**src/edt_pkg.sv**
```systemverilog
package edt_pkg;
	localparam logic [1:0] ADDR_STATUS_CONTROL = 2'h0;
	localparam logic [1:0] ADDR_COUNT = 2'h1;
	localparam logic [1:0] ADDR_PRESCALER = 2'h2;
	localparam int BIT_ZERO_FLAG = 7;
	localparam int BIT_IRQ_ENABLE = 6;
	localparam int BIT_DIRECTION = 5;
	localparam int BIT_OUT_LEVEL = 4;
	localparam int BIT_RUN = 3;
	localparam logic [7:0] COUNT_RESET = 8'hff;
	localparam logic [6:0] PRESC_RESET = 7'h7f;
	localparam logic [7:0] CTRL_RESET = 8'h00;
	localparam int INT_DIV = 12;
	localparam logic [3:0] INT_DIV_LAST = 4'(INT_DIV - 1);

	typedef struct packed {
		logic [1:0] addr;
		logic [7:0] wdata;
		logic wr;
		logic rd;
	} edt_bus_t;
endpackage : edt_pkg

```
**src/edt_timer.sv**
```systemverilog
`timescale 1ns/1ps
`default_nettype none
module edt_timer (
	input wire logic clk_sys,
	input wire logic sys_rst,
	input wire edt_pkg::edt_bus_t bus,
	output logic [7:0] rdata,
	input wire logic stop_mode,
	input wire logic wait_mode,
	input wire logic timer_pin_in,
	output logic timer_pin_out,
	output logic timer_pin_oe_n,
	output logic timer_irq,
	output logic wake_req
);
	logic [7:0] count_value_reg;
	logic [6:0] presc_reg;
	logic zero_flag_reg;
	logic zero_irq_enable_reg;
	logic pin_direction_select_reg;
	logic pin_output_level_reg;
	logic prescale_run_reg;
	logic [2:0] prescale_select_reg;
	logic pin_latch_reg;
	logic [3:0] div12_reg;
	logic sync1_reg;
	logic sync2_reg;
	logic sync3_reg;
	logic zero_flag_prev_reg;
	logic event_mode;
	logic presc_tick;
	logic count_tick;
	logic [6:0] presc_next;
	logic wr_ctrl;
	logic wr_count;
	logic wr_presc;
	logic underflow;
	logic [7:0] ctrl_view;

	assign wr_ctrl = bus.wr && bus.addr == edt_pkg::ADDR_STATUS_CONTROL;
	assign wr_count = bus.wr && bus.addr == edt_pkg::ADDR_COUNT;
	assign wr_presc = bus.wr && bus.addr == edt_pkg::ADDR_PRESCALER;
	assign event_mode = !pin_direction_select_reg && !pin_output_level_reg;

	// Pin synchroniser; only sync2 and sync3 feed the edge detect
	always_ff @(posedge clk_sys or posedge sys_rst)
	begin
		if (sys_rst)
		begin
			// Reset to the pulled-up idle level, so release brings no false edge
			sync1_reg <= 1'b1;
			sync2_reg <= 1'b1;
			sync3_reg <= 1'b1;
		end
		else
		begin
			sync1_reg <= timer_pin_in;
			sync2_reg <= sync1_reg;
			sync3_reg <= sync2_reg;
		end
	end

	// Internal divide-by-12 stands still in stop, when the core clock is gone
	always_ff @(posedge clk_sys or posedge sys_rst)
	begin
		if (sys_rst)
			div12_reg <= 4'h0;
		else if (!stop_mode)
		begin
			if (div12_reg == edt_pkg::INT_DIV_LAST)
				div12_reg <= 4'h0;
			else
				div12_reg <= div12_reg + 4'h1;
		end
	end

	// All non-event modes, output included, use the internal clock
	always_comb
	begin
		if (event_mode)
			presc_tick = sync2_reg && !sync3_reg;
		else
			presc_tick = !stop_mode && div12_reg == edt_pkg::INT_DIV_LAST;
		presc_tick = presc_tick && prescale_run_reg;
	end

	assign presc_next = (presc_reg == 7'h00) ? edt_pkg::PRESC_RESET : presc_reg - 7'h1;

	// Tap n toggles once every 2^n prescaler ticks: select 0 passes every tick
	always_comb
	begin
		if (prescale_select_reg == 3'h0)
			count_tick = presc_tick;
		else
			count_tick = presc_tick && (presc_reg[prescale_select_reg - 3'h1 -: 1] == 1'b0)
				&& (presc_next[prescale_select_reg - 3'h1] == 1'b1);
	end

	always_ff @(posedge clk_sys or posedge sys_rst)
	begin
		if (sys_rst)
			presc_reg <= edt_pkg::PRESC_RESET;
		else if (!prescale_run_reg)
			presc_reg <= edt_pkg::PRESC_RESET;
		else if (wr_presc)
			presc_reg <= bus.wdata[6:0];
		else if (presc_tick)
			presc_reg <= presc_next;
	end

	assign underflow = count_tick && count_value_reg == 8'h01;

	always_ff @(posedge clk_sys or posedge sys_rst)
	begin
		if (sys_rst)
			count_value_reg <= edt_pkg::COUNT_RESET;
		else if (wr_count)
			count_value_reg <= bus.wdata;
		else if (count_tick)
		begin
			if (count_value_reg == 8'h00)
				count_value_reg <= edt_pkg::COUNT_RESET;
			else
				count_value_reg <= count_value_reg - 8'h01;
		end
	end

	// Hardware sets win over a software clear in the same cycle
	always_ff @(posedge clk_sys or posedge sys_rst)
	begin
		if (sys_rst)
			zero_flag_reg <= 1'b0;
		else if ((underflow && !wr_count) || (wr_count && bus.wdata == 8'h00))
			zero_flag_reg <= 1'b1;
		else if (wr_ctrl)
			zero_flag_reg <= bus.wdata[edt_pkg::BIT_ZERO_FLAG];
	end

	always_ff @(posedge clk_sys or posedge sys_rst)
	begin
		if (sys_rst)
		begin
			zero_irq_enable_reg <= 1'b0;
			pin_direction_select_reg <= 1'b0;
			pin_output_level_reg <= 1'b0;
			prescale_run_reg <= 1'b0;
			prescale_select_reg <= 3'h0;
		end
		else if (wr_ctrl)
		begin
			zero_irq_enable_reg <= bus.wdata[edt_pkg::BIT_IRQ_ENABLE];
			pin_direction_select_reg <= bus.wdata[edt_pkg::BIT_DIRECTION];
			pin_output_level_reg <= bus.wdata[edt_pkg::BIT_OUT_LEVEL];
			prescale_run_reg <= bus.wdata[edt_pkg::BIT_RUN];
			prescale_select_reg <= bus.wdata[2:0];
		end
	end

	always_ff @(posedge clk_sys or posedge sys_rst)
	begin
		if (sys_rst)
		begin
			zero_flag_prev_reg <= 1'b0;
			pin_latch_reg <= 1'b0;
		end
		else
		begin
			zero_flag_prev_reg <= zero_flag_reg;
			if (zero_flag_reg && !zero_flag_prev_reg)
				pin_latch_reg <= pin_output_level_reg;
		end
	end

	assign timer_pin_out = pin_latch_reg;
	assign timer_pin_oe_n = !pin_direction_select_reg;
	// Wait feeds only wake_req, so timing is untouched by it
	assign timer_irq = zero_flag_reg && zero_irq_enable_reg;
	assign wake_req = timer_irq && (wait_mode || stop_mode);

	assign ctrl_view = {zero_flag_reg, zero_irq_enable_reg, pin_direction_select_reg,
		pin_output_level_reg, prescale_run_reg, prescale_select_reg};

	always_ff @(posedge clk_sys or posedge sys_rst)
	begin
		if (sys_rst)
			rdata <= 8'h00;
		else if (bus.rd && bus.addr == edt_pkg::ADDR_STATUS_CONTROL)
			rdata <= ctrl_view;
		else if (bus.rd && bus.addr == edt_pkg::ADDR_COUNT)
			rdata <= count_value_reg;
		else if (bus.rd && bus.addr == edt_pkg::ADDR_PRESCALER)
			rdata <= {1'b0, presc_reg};
		else
			rdata <= 8'h00;
	end

	// Cycles since the last internal prescaler tick; only trusted after one
	// clean tick, as stop, event mode or a halted run leave the divider phase open.
	// Kept beside the checks rather than in the datapath, so it costs no timing.
	logic [3:0] tick_gap_reg;
	logic tick_gap_valid_reg;

	always_ff @(posedge clk_sys or posedge sys_rst)
	begin
		if (sys_rst)
		begin
			tick_gap_reg <= 4'h0;
			tick_gap_valid_reg <= 1'b0;
		end
		else if (event_mode || stop_mode || !prescale_run_reg)
		begin
			tick_gap_reg <= 4'h0;
			tick_gap_valid_reg <= 1'b0;
		end
		else if (presc_tick)
		begin
			tick_gap_reg <= 4'h0;
			tick_gap_valid_reg <= 1'b1;
		end
		else if (tick_gap_reg != 4'hf)
			tick_gap_reg <= tick_gap_reg + 4'h1;
	end
endmodule : edt_timer
`default_nettype wire

```
**config.mk**
```make
export PLATFORM = sky130hd
export DESIGN_NAME = edt_timer
export DESIGN_NICKNAME = d
export VERILOG_FILES = /design/src/edt_pkg.sv /design/src/edt_timer.sv
export SDC_FILE = /design/constraint.sdc
export NUM_CORES = 1
export LEC_CHECK = 0
export BUFFER_PORTS_ARGS = -buffer_cell sky130_fd_sc_hd__buf_2
export CAP_MARGIN = 20
export CORE_ASPECT_RATIO = 2
export CORE_UTILIZATION = 58
export CTS_CLUSTER_DIAMETER = 40
export DETAILED_ROUTE_END_ITERATION = 7
export MAX_ROUTING_LAYER = met4
export PLACE_DENSITY = 0.76
export SETUP_SLACK_MARGIN = 0.02
export SLEW_MARGIN = 5
export SYNTH_ARGS = -nofsm -noshare
export SYNTH_HDL_FRONTEND = slang
export SYNTH_SLANG_ARGS = --single-unit
```
**constraint.sdc**
```tcl
create_clock -name clk_sys -period 3.1 [get_ports clk_sys]
set_input_delay 0.62 -clock clk_sys [delete_from_list [all_inputs] [get_ports clk_sys]]
set_output_delay 0.62 -clock clk_sys [all_outputs]
set_load 0.005 [all_outputs]
```
; Word-level counts from Yosys, hierarchy flattened
; Cells that the tools add are included.
[word_totals]
reg_bits = 40
latchBits = 0
ram_bits = 0
romBits = 0
input_bits = 17
out_inout_bits = 12
wordCells = 77
memories = 0
[classes]
add_sub_neg = 4
n_mul = 0
n_div = 0
order_cmp = 1
n_eq_ne = 5
shifts = 1
n_mux = 17
n_bitwise = 1
reduce_logical = 33
[ops]
columns = op, count
row1 = $mux W8, 5
row2 = $mux W7, 5
row3 = $logic_and A1 B1 Y1, 18
row4 = $logic_not A8 Y1, 2
row5 = $eq A8 B1 Y1 const B, 1
row6 = $sub A8 B1 Y8 const B, 1
row7 = $logic_not A7 Y1, 1
row8 = $shiftx A7 B4 Y1, 1
row9 = $sub A7 B1 Y7 const B, 1
row10 = $logic_not A1 Y1, 6
row11 = $mux W1, 5
row12 = $add A4 B1 Y4 const B, 1
row13 = $eq A4 B4 Y1 const B, 1
row14 = $lt A3 B4 Y1 const B, 1
row15 = $mux W4, 1
row16 = $reduce_bool A2 Y1, 2
row17 = $bmux W1 S3, 1
row18 = $logic_not A3 Y1, 1
row19 = $ne A3 B1 Y1 const B, 1
row20 = $sub A3 B1 Y3 const B, 1
row21 = $eq A2 B1 Y1 const B, 1
row22 = $eq A2 B2 Y1 const B, 1
row23 = $logic_not A2 Y1, 1
row24 = $logic_or A1 B1 Y1, 2
row25 = $not A1 Y1, 1

; Longest topological paths before layout
[depth]
depth_word = 11
mapped_depth = 12
mapped_depth_nobuf = 9

; Worst setup path before layout
; No wires, ideal clock.
[synth_timing]
kind = flip-flop to flip-flop
from = register prescale_select_reg[0]
to = register count_value_reg[6]
setup_time_ps = 78
t_arrival_ps = 2525
required_time_ps = 3022
slack_ps = 496
path_stages_with_launch = 13
period_less_slack_ps = 2604
path_cell_list = dfrtp_1 > buf_4 > inv_1 > ha_1 > clkbuf_2 > or3b_2 > o2111ai_1 > o2111ai_1 > a211o_1 > a21oi_4 > buf_6 > nand4_1 > and3_1
[synth_via]
elab_chain_len = 7
word_cells_on_any_way = 10
[synth_lines]
columns = element, line_no
row1 = from (decl), edt_timer.sv:23  ; logic [2:0] prescale_select_reg;
row2 = from (signal assigned), edt_timer.sv:155  ; prescale_select_reg <= bus.wdata[2:0];
row3 = $sub A3 B1 Y3, "edt_timer.sv:95, edt_timer.sv:96"
row4 = $shiftx A7 B4 Y1, edt_timer.sv:95  ; count_tick = presc_tick && (presc_reg[prescale_select_reg - 3'h1 -: 1] == 1'b0)
row5 = $not A1 Y1, edt_timer.sv:95
row6 = $logic_and A1 B1 Y1, edt_timer.sv:95
row7 = $logic_and A1 B1 Y1, edt_timer.sv:96  ; && (presc_next[prescale_select_reg - 3'h1] == 1'b1);
row8 = $mux W1 *, edt_timer.sv:92  ; if (prescale_select_reg == 3'h0)
row9 = $reduce_bool A2 Y1 (no source line) *, n/a
row10 = to (signal assigned), edt_timer.sv:116  ; count_value_reg <= edt_pkg::COUNT_RESET;
row11 = to (signal assigned), edt_timer.sv:118  ; count_value_reg <= bus.wdata;
row12 = to (signal assigned), edt_timer.sv:122  ; count_value_reg <= edt_pkg::COUNT_RESET;
row13 = to (decl), edt_timer.sv:16  ; logic [7:0] count_value_reg;
; Every way passes the cells marked *; elsewhere a longest branch is shown, timed or not. The select of a mux whose other input is x is not followed.
; A chain may end at the register's enable or synchronous reset.

; Worst setup path after layout
[layout_timing]
from = register prescale_select_reg[0]
to = register count_value_reg[1]
; The elaborated chain is that of the path after synthesis.

==> results_dict.tcl <==
set metrics [dict create \
    num_antenna_cells 0 \
    rr_startpoint "prescale_select_reg[0]$_DFFE_PP0P_" \
    fin_skew_ps 7.84 \
    portBuffers 28 \
    grt_pass1_vias 2014 \
    synth_cell_type_count 56 \
    drt_iter0_markers 49 \
    crit_top_cell "o2111ai_1" \
    place_congestion 0.914 \
    ys_warn_count 0 \
    synth_area_um2 2490 \
    dieArea_um2 4570 \
    avgSynthCellArea_um2 9.72 \
    layout-drive-gt1-share_pct 27.5 \
    netlist_instances 256 \
    cts_max_path_buffers 2 \
    cp_max_fo 16 \
    die_h_um 94.6 \
    end_kind "flip-flop" \
    ios 29 \
    coreArea_um2 4090 \
    maxSlewHeadroom_pct 59.0 \
    powerDensity_nw_per_um2 666 \
    hold_start "sync1_reg$_DFF_PP1_" \
    crit_path_top_delay_cell "dfrtp_1" \
    r2r_slack_ps 210 \
    htree_levels 2 \
    synth_commonest_cells "22 x dfrtp_1, 21 x nand2_1, 18 x dfstp_2" \
    place_ws_ps 229 \
    clk_latency_ps 300 \
    antenna_left 0 \
    outcome "finished clean" \
    fin_area_um2 2770 \
    report.final.setup_viol 0 \
    cp-start-kind "flip-flop" \
    worstPathCellList "inv_1 -> ha_1 -> or3b_2 -> o2111ai_1 -> o2111ai_1 -> a211o_1 -> a21oi_4 -> mux2i_1 -> mux2_2" \
    synthesis.nets 281 \
    whs_ps 362 \
    hold_buffers 0 \
    die_w_um 48.3 \
    slew_violations 0 \
    max_cap_violations 0 \
    synth-main-ff-cell "dfrtp_1" \
    worstPathRequired_ps 3330 \
    antenna_found_initial 0 \
    fmax_mhz 346 \
    cts_setup_buffers 0 \
    min_path_cells 0 \
    grt_overflow 0 \
    vias 2107 \
    drcViolationCount 0 \
    finalHoldViolations 0 \
    synth.most_common_cell "dfrtp_1" \
    nets 304 \
    initial_core_util_pct 60.9 \
    dp_hpwl_um 4400 \
    nFillCells 344 \
    wire_per_inst_um 17.9 \
    place_area_um2 2640 \
    rsz0062_at_grt "no" \
    async_flop_share_pct 100 \
    r2r-end "count_value_reg[1]$_DFFE_PP1P_" \
    tns_ps 0 \
    cts_buffers 5 \
    ys_seq_elements 40 \
    synth_top_area_cell "dfrtp_1" \
    min-delay-path-class "reg2reg" \
    fin_ws_ps 207 \
    ys_seq_area_share_pct 41.1 \
    area_growth_pct 11.5 \
    cts.sinks 40 \
    yosys.area.top_type_share_pct 22.1 \
    period_minus_slack_ps 2890 \
    grt_pass1_wl_um 9780 \
    whs_endpoint "sync2_reg$_DFF_PP1_" \
    grt_max_degree 41 \
    rr_worst_depth 9 \
    clkTransAtPathRegs_ps 80 \
    min_period_over_period_pct 93.3 \
    cts_tree "done" \
    drtPass1Iterations 4 \
    arrival_ps 3120 \
    ys_top_cells_by_area "dfrtp_1 22%, dfstp_2 19%, mux2i_1 5.2%" \
    worst_pin_slew_ps 611 \
    grt_use_total_pct 29.3 \
    final_util_pct 67.8 \
    crit_type "reg2reg" \
    totalWireLength_um 5950 \
    row_count 33 \
    irDropWorstVdd_v 0.000478 \
    power.leakage_uw 0.00120 \
    slowest_delay_ps 510 \
    cts_root_buf "clkbuf_8" \
    synth-edff-count 0 \
    drt-vias-per-instance 6.35 \
]
-- power breakdown --
| group | switching (µW) | internal, µW | total, µW |
|---|---|---|---|
| clock | 188 | 263 | 451 |
| combinational | 287 | 276 | 563 |
| sequential | 155 | 677 | 832 |
| total | 631 | 1220 | 1850 |
-- layout by cell type (no fill, tap or decap), types with 3 or more instances in the layout --
master	instances
buf_4	5
nand2b_1	4
nor3_1	6
dfrtp_1	22
and2_1	8
o32ai_1	3
dfstp_2	18
o21a_1	3
ha_1	8
mux2_2	9
nand3b_1	9
o211ai_1	4
nand2_1	21
nand4_1	4
mux2i_1	13
nor3b_1	8
nor2_1	12
inv_1	10
nand3_1	5
a21oi_1	8
clkbuf_8	6
a211oi_1	3
nor4_1	3
buf_2	28
o21ai_0	17
-- worst max-delay path, delay by kind of cell (launching register included) --
kind,cells,cell delay (ps)
AOI/OAI and AO/OA,4,980
adders and majority gates,1,340
buffers and inverters,1,150
DFF,1,510
muxes,2,390
and+or+nand+nor,1,460
-- cell type report --
cell class                      instances  area, µm²  area share (%)
Multi-Input combinational cell        189       1350            48.6
Sequential cell                        40       1020            36.9
Timing Repair Buffer                   33        178            6.41
Clock buffer                            6       82.6            2.98
Tap cell                               52       65.1            2.35
Clock inverter                          2       38.8            1.40
Inverter                               10       37.5            1.35
-- cell families after synthesis --
kind of cell / after synthesis / synth area share (%)
and+or+nand+nor: 94 / 21.8
muxes: 22 / 9.31
buffers and inverters: 27 / 4.98
adders and majority gates: 8 / 4.02
AOI/OAI and AO/OA: 61 / 17.4
DFF: 40 / 41.1
xor gates and xnor gates: 4 / 1.41
-- metrics by stage --
stage | cells | total power (µW)
2_1_floorplan | 256 | 1210
3_3_place_gp | 324 | 1370
3_5_place_dp | 324 | 1390
4_1_cts | 332 | 1850
5_1_grt | 332 | 1950
6_report | 332 | 1850
-- per-layer routing --
metal,vias up,track usage [%],part of all wire (%)
li1,993,-,-
met1,1007,29.8,37
met2,74,52.1,53
met3,33,3.06,3.4
met4,0,20.3,6.3
met5,-,-,0
-- worst max-delay path by stage --
stage	start	to	slack (ps)	cells after the start
after global placement	prescale_select_reg[0]$_DFFE_PP0P_	count_value_reg[1]$_DFFE_PP1P_	290	9
final	prescale_select_reg[0]$_DFFE_PP0P_	count_value_reg[1]$_DFFE_PP1P_	210	9
after detailed placement	prescale_select_reg[0]$_DFFE_PP0P_	count_value_reg[1]$_DFFE_PP1P_	230	9
after CTS	prescale_select_reg[0]$_DFFE_PP0P_	count_value_reg[1]$_DFFE_PP1P_	180	9
after global routing	prescale_select_reg[0]$_DFFE_PP0P_	count_value_reg[1]$_DFFE_PP1P_	30	9
after floorplan	prescale_select_reg[0]$_DFFE_PP0P_	count_value_reg[6]$_DFFE_PP1P_	500	12
-- repair_timing --
| item | in CTS | in global routing |
|---|---|---|
| hold endpoints to repair | 0 | 0 |
| resized for setup | 0 | 1 |
| endpoints found under the setup margin | 0 | 6 |
(Power assumes the default switching activity.)
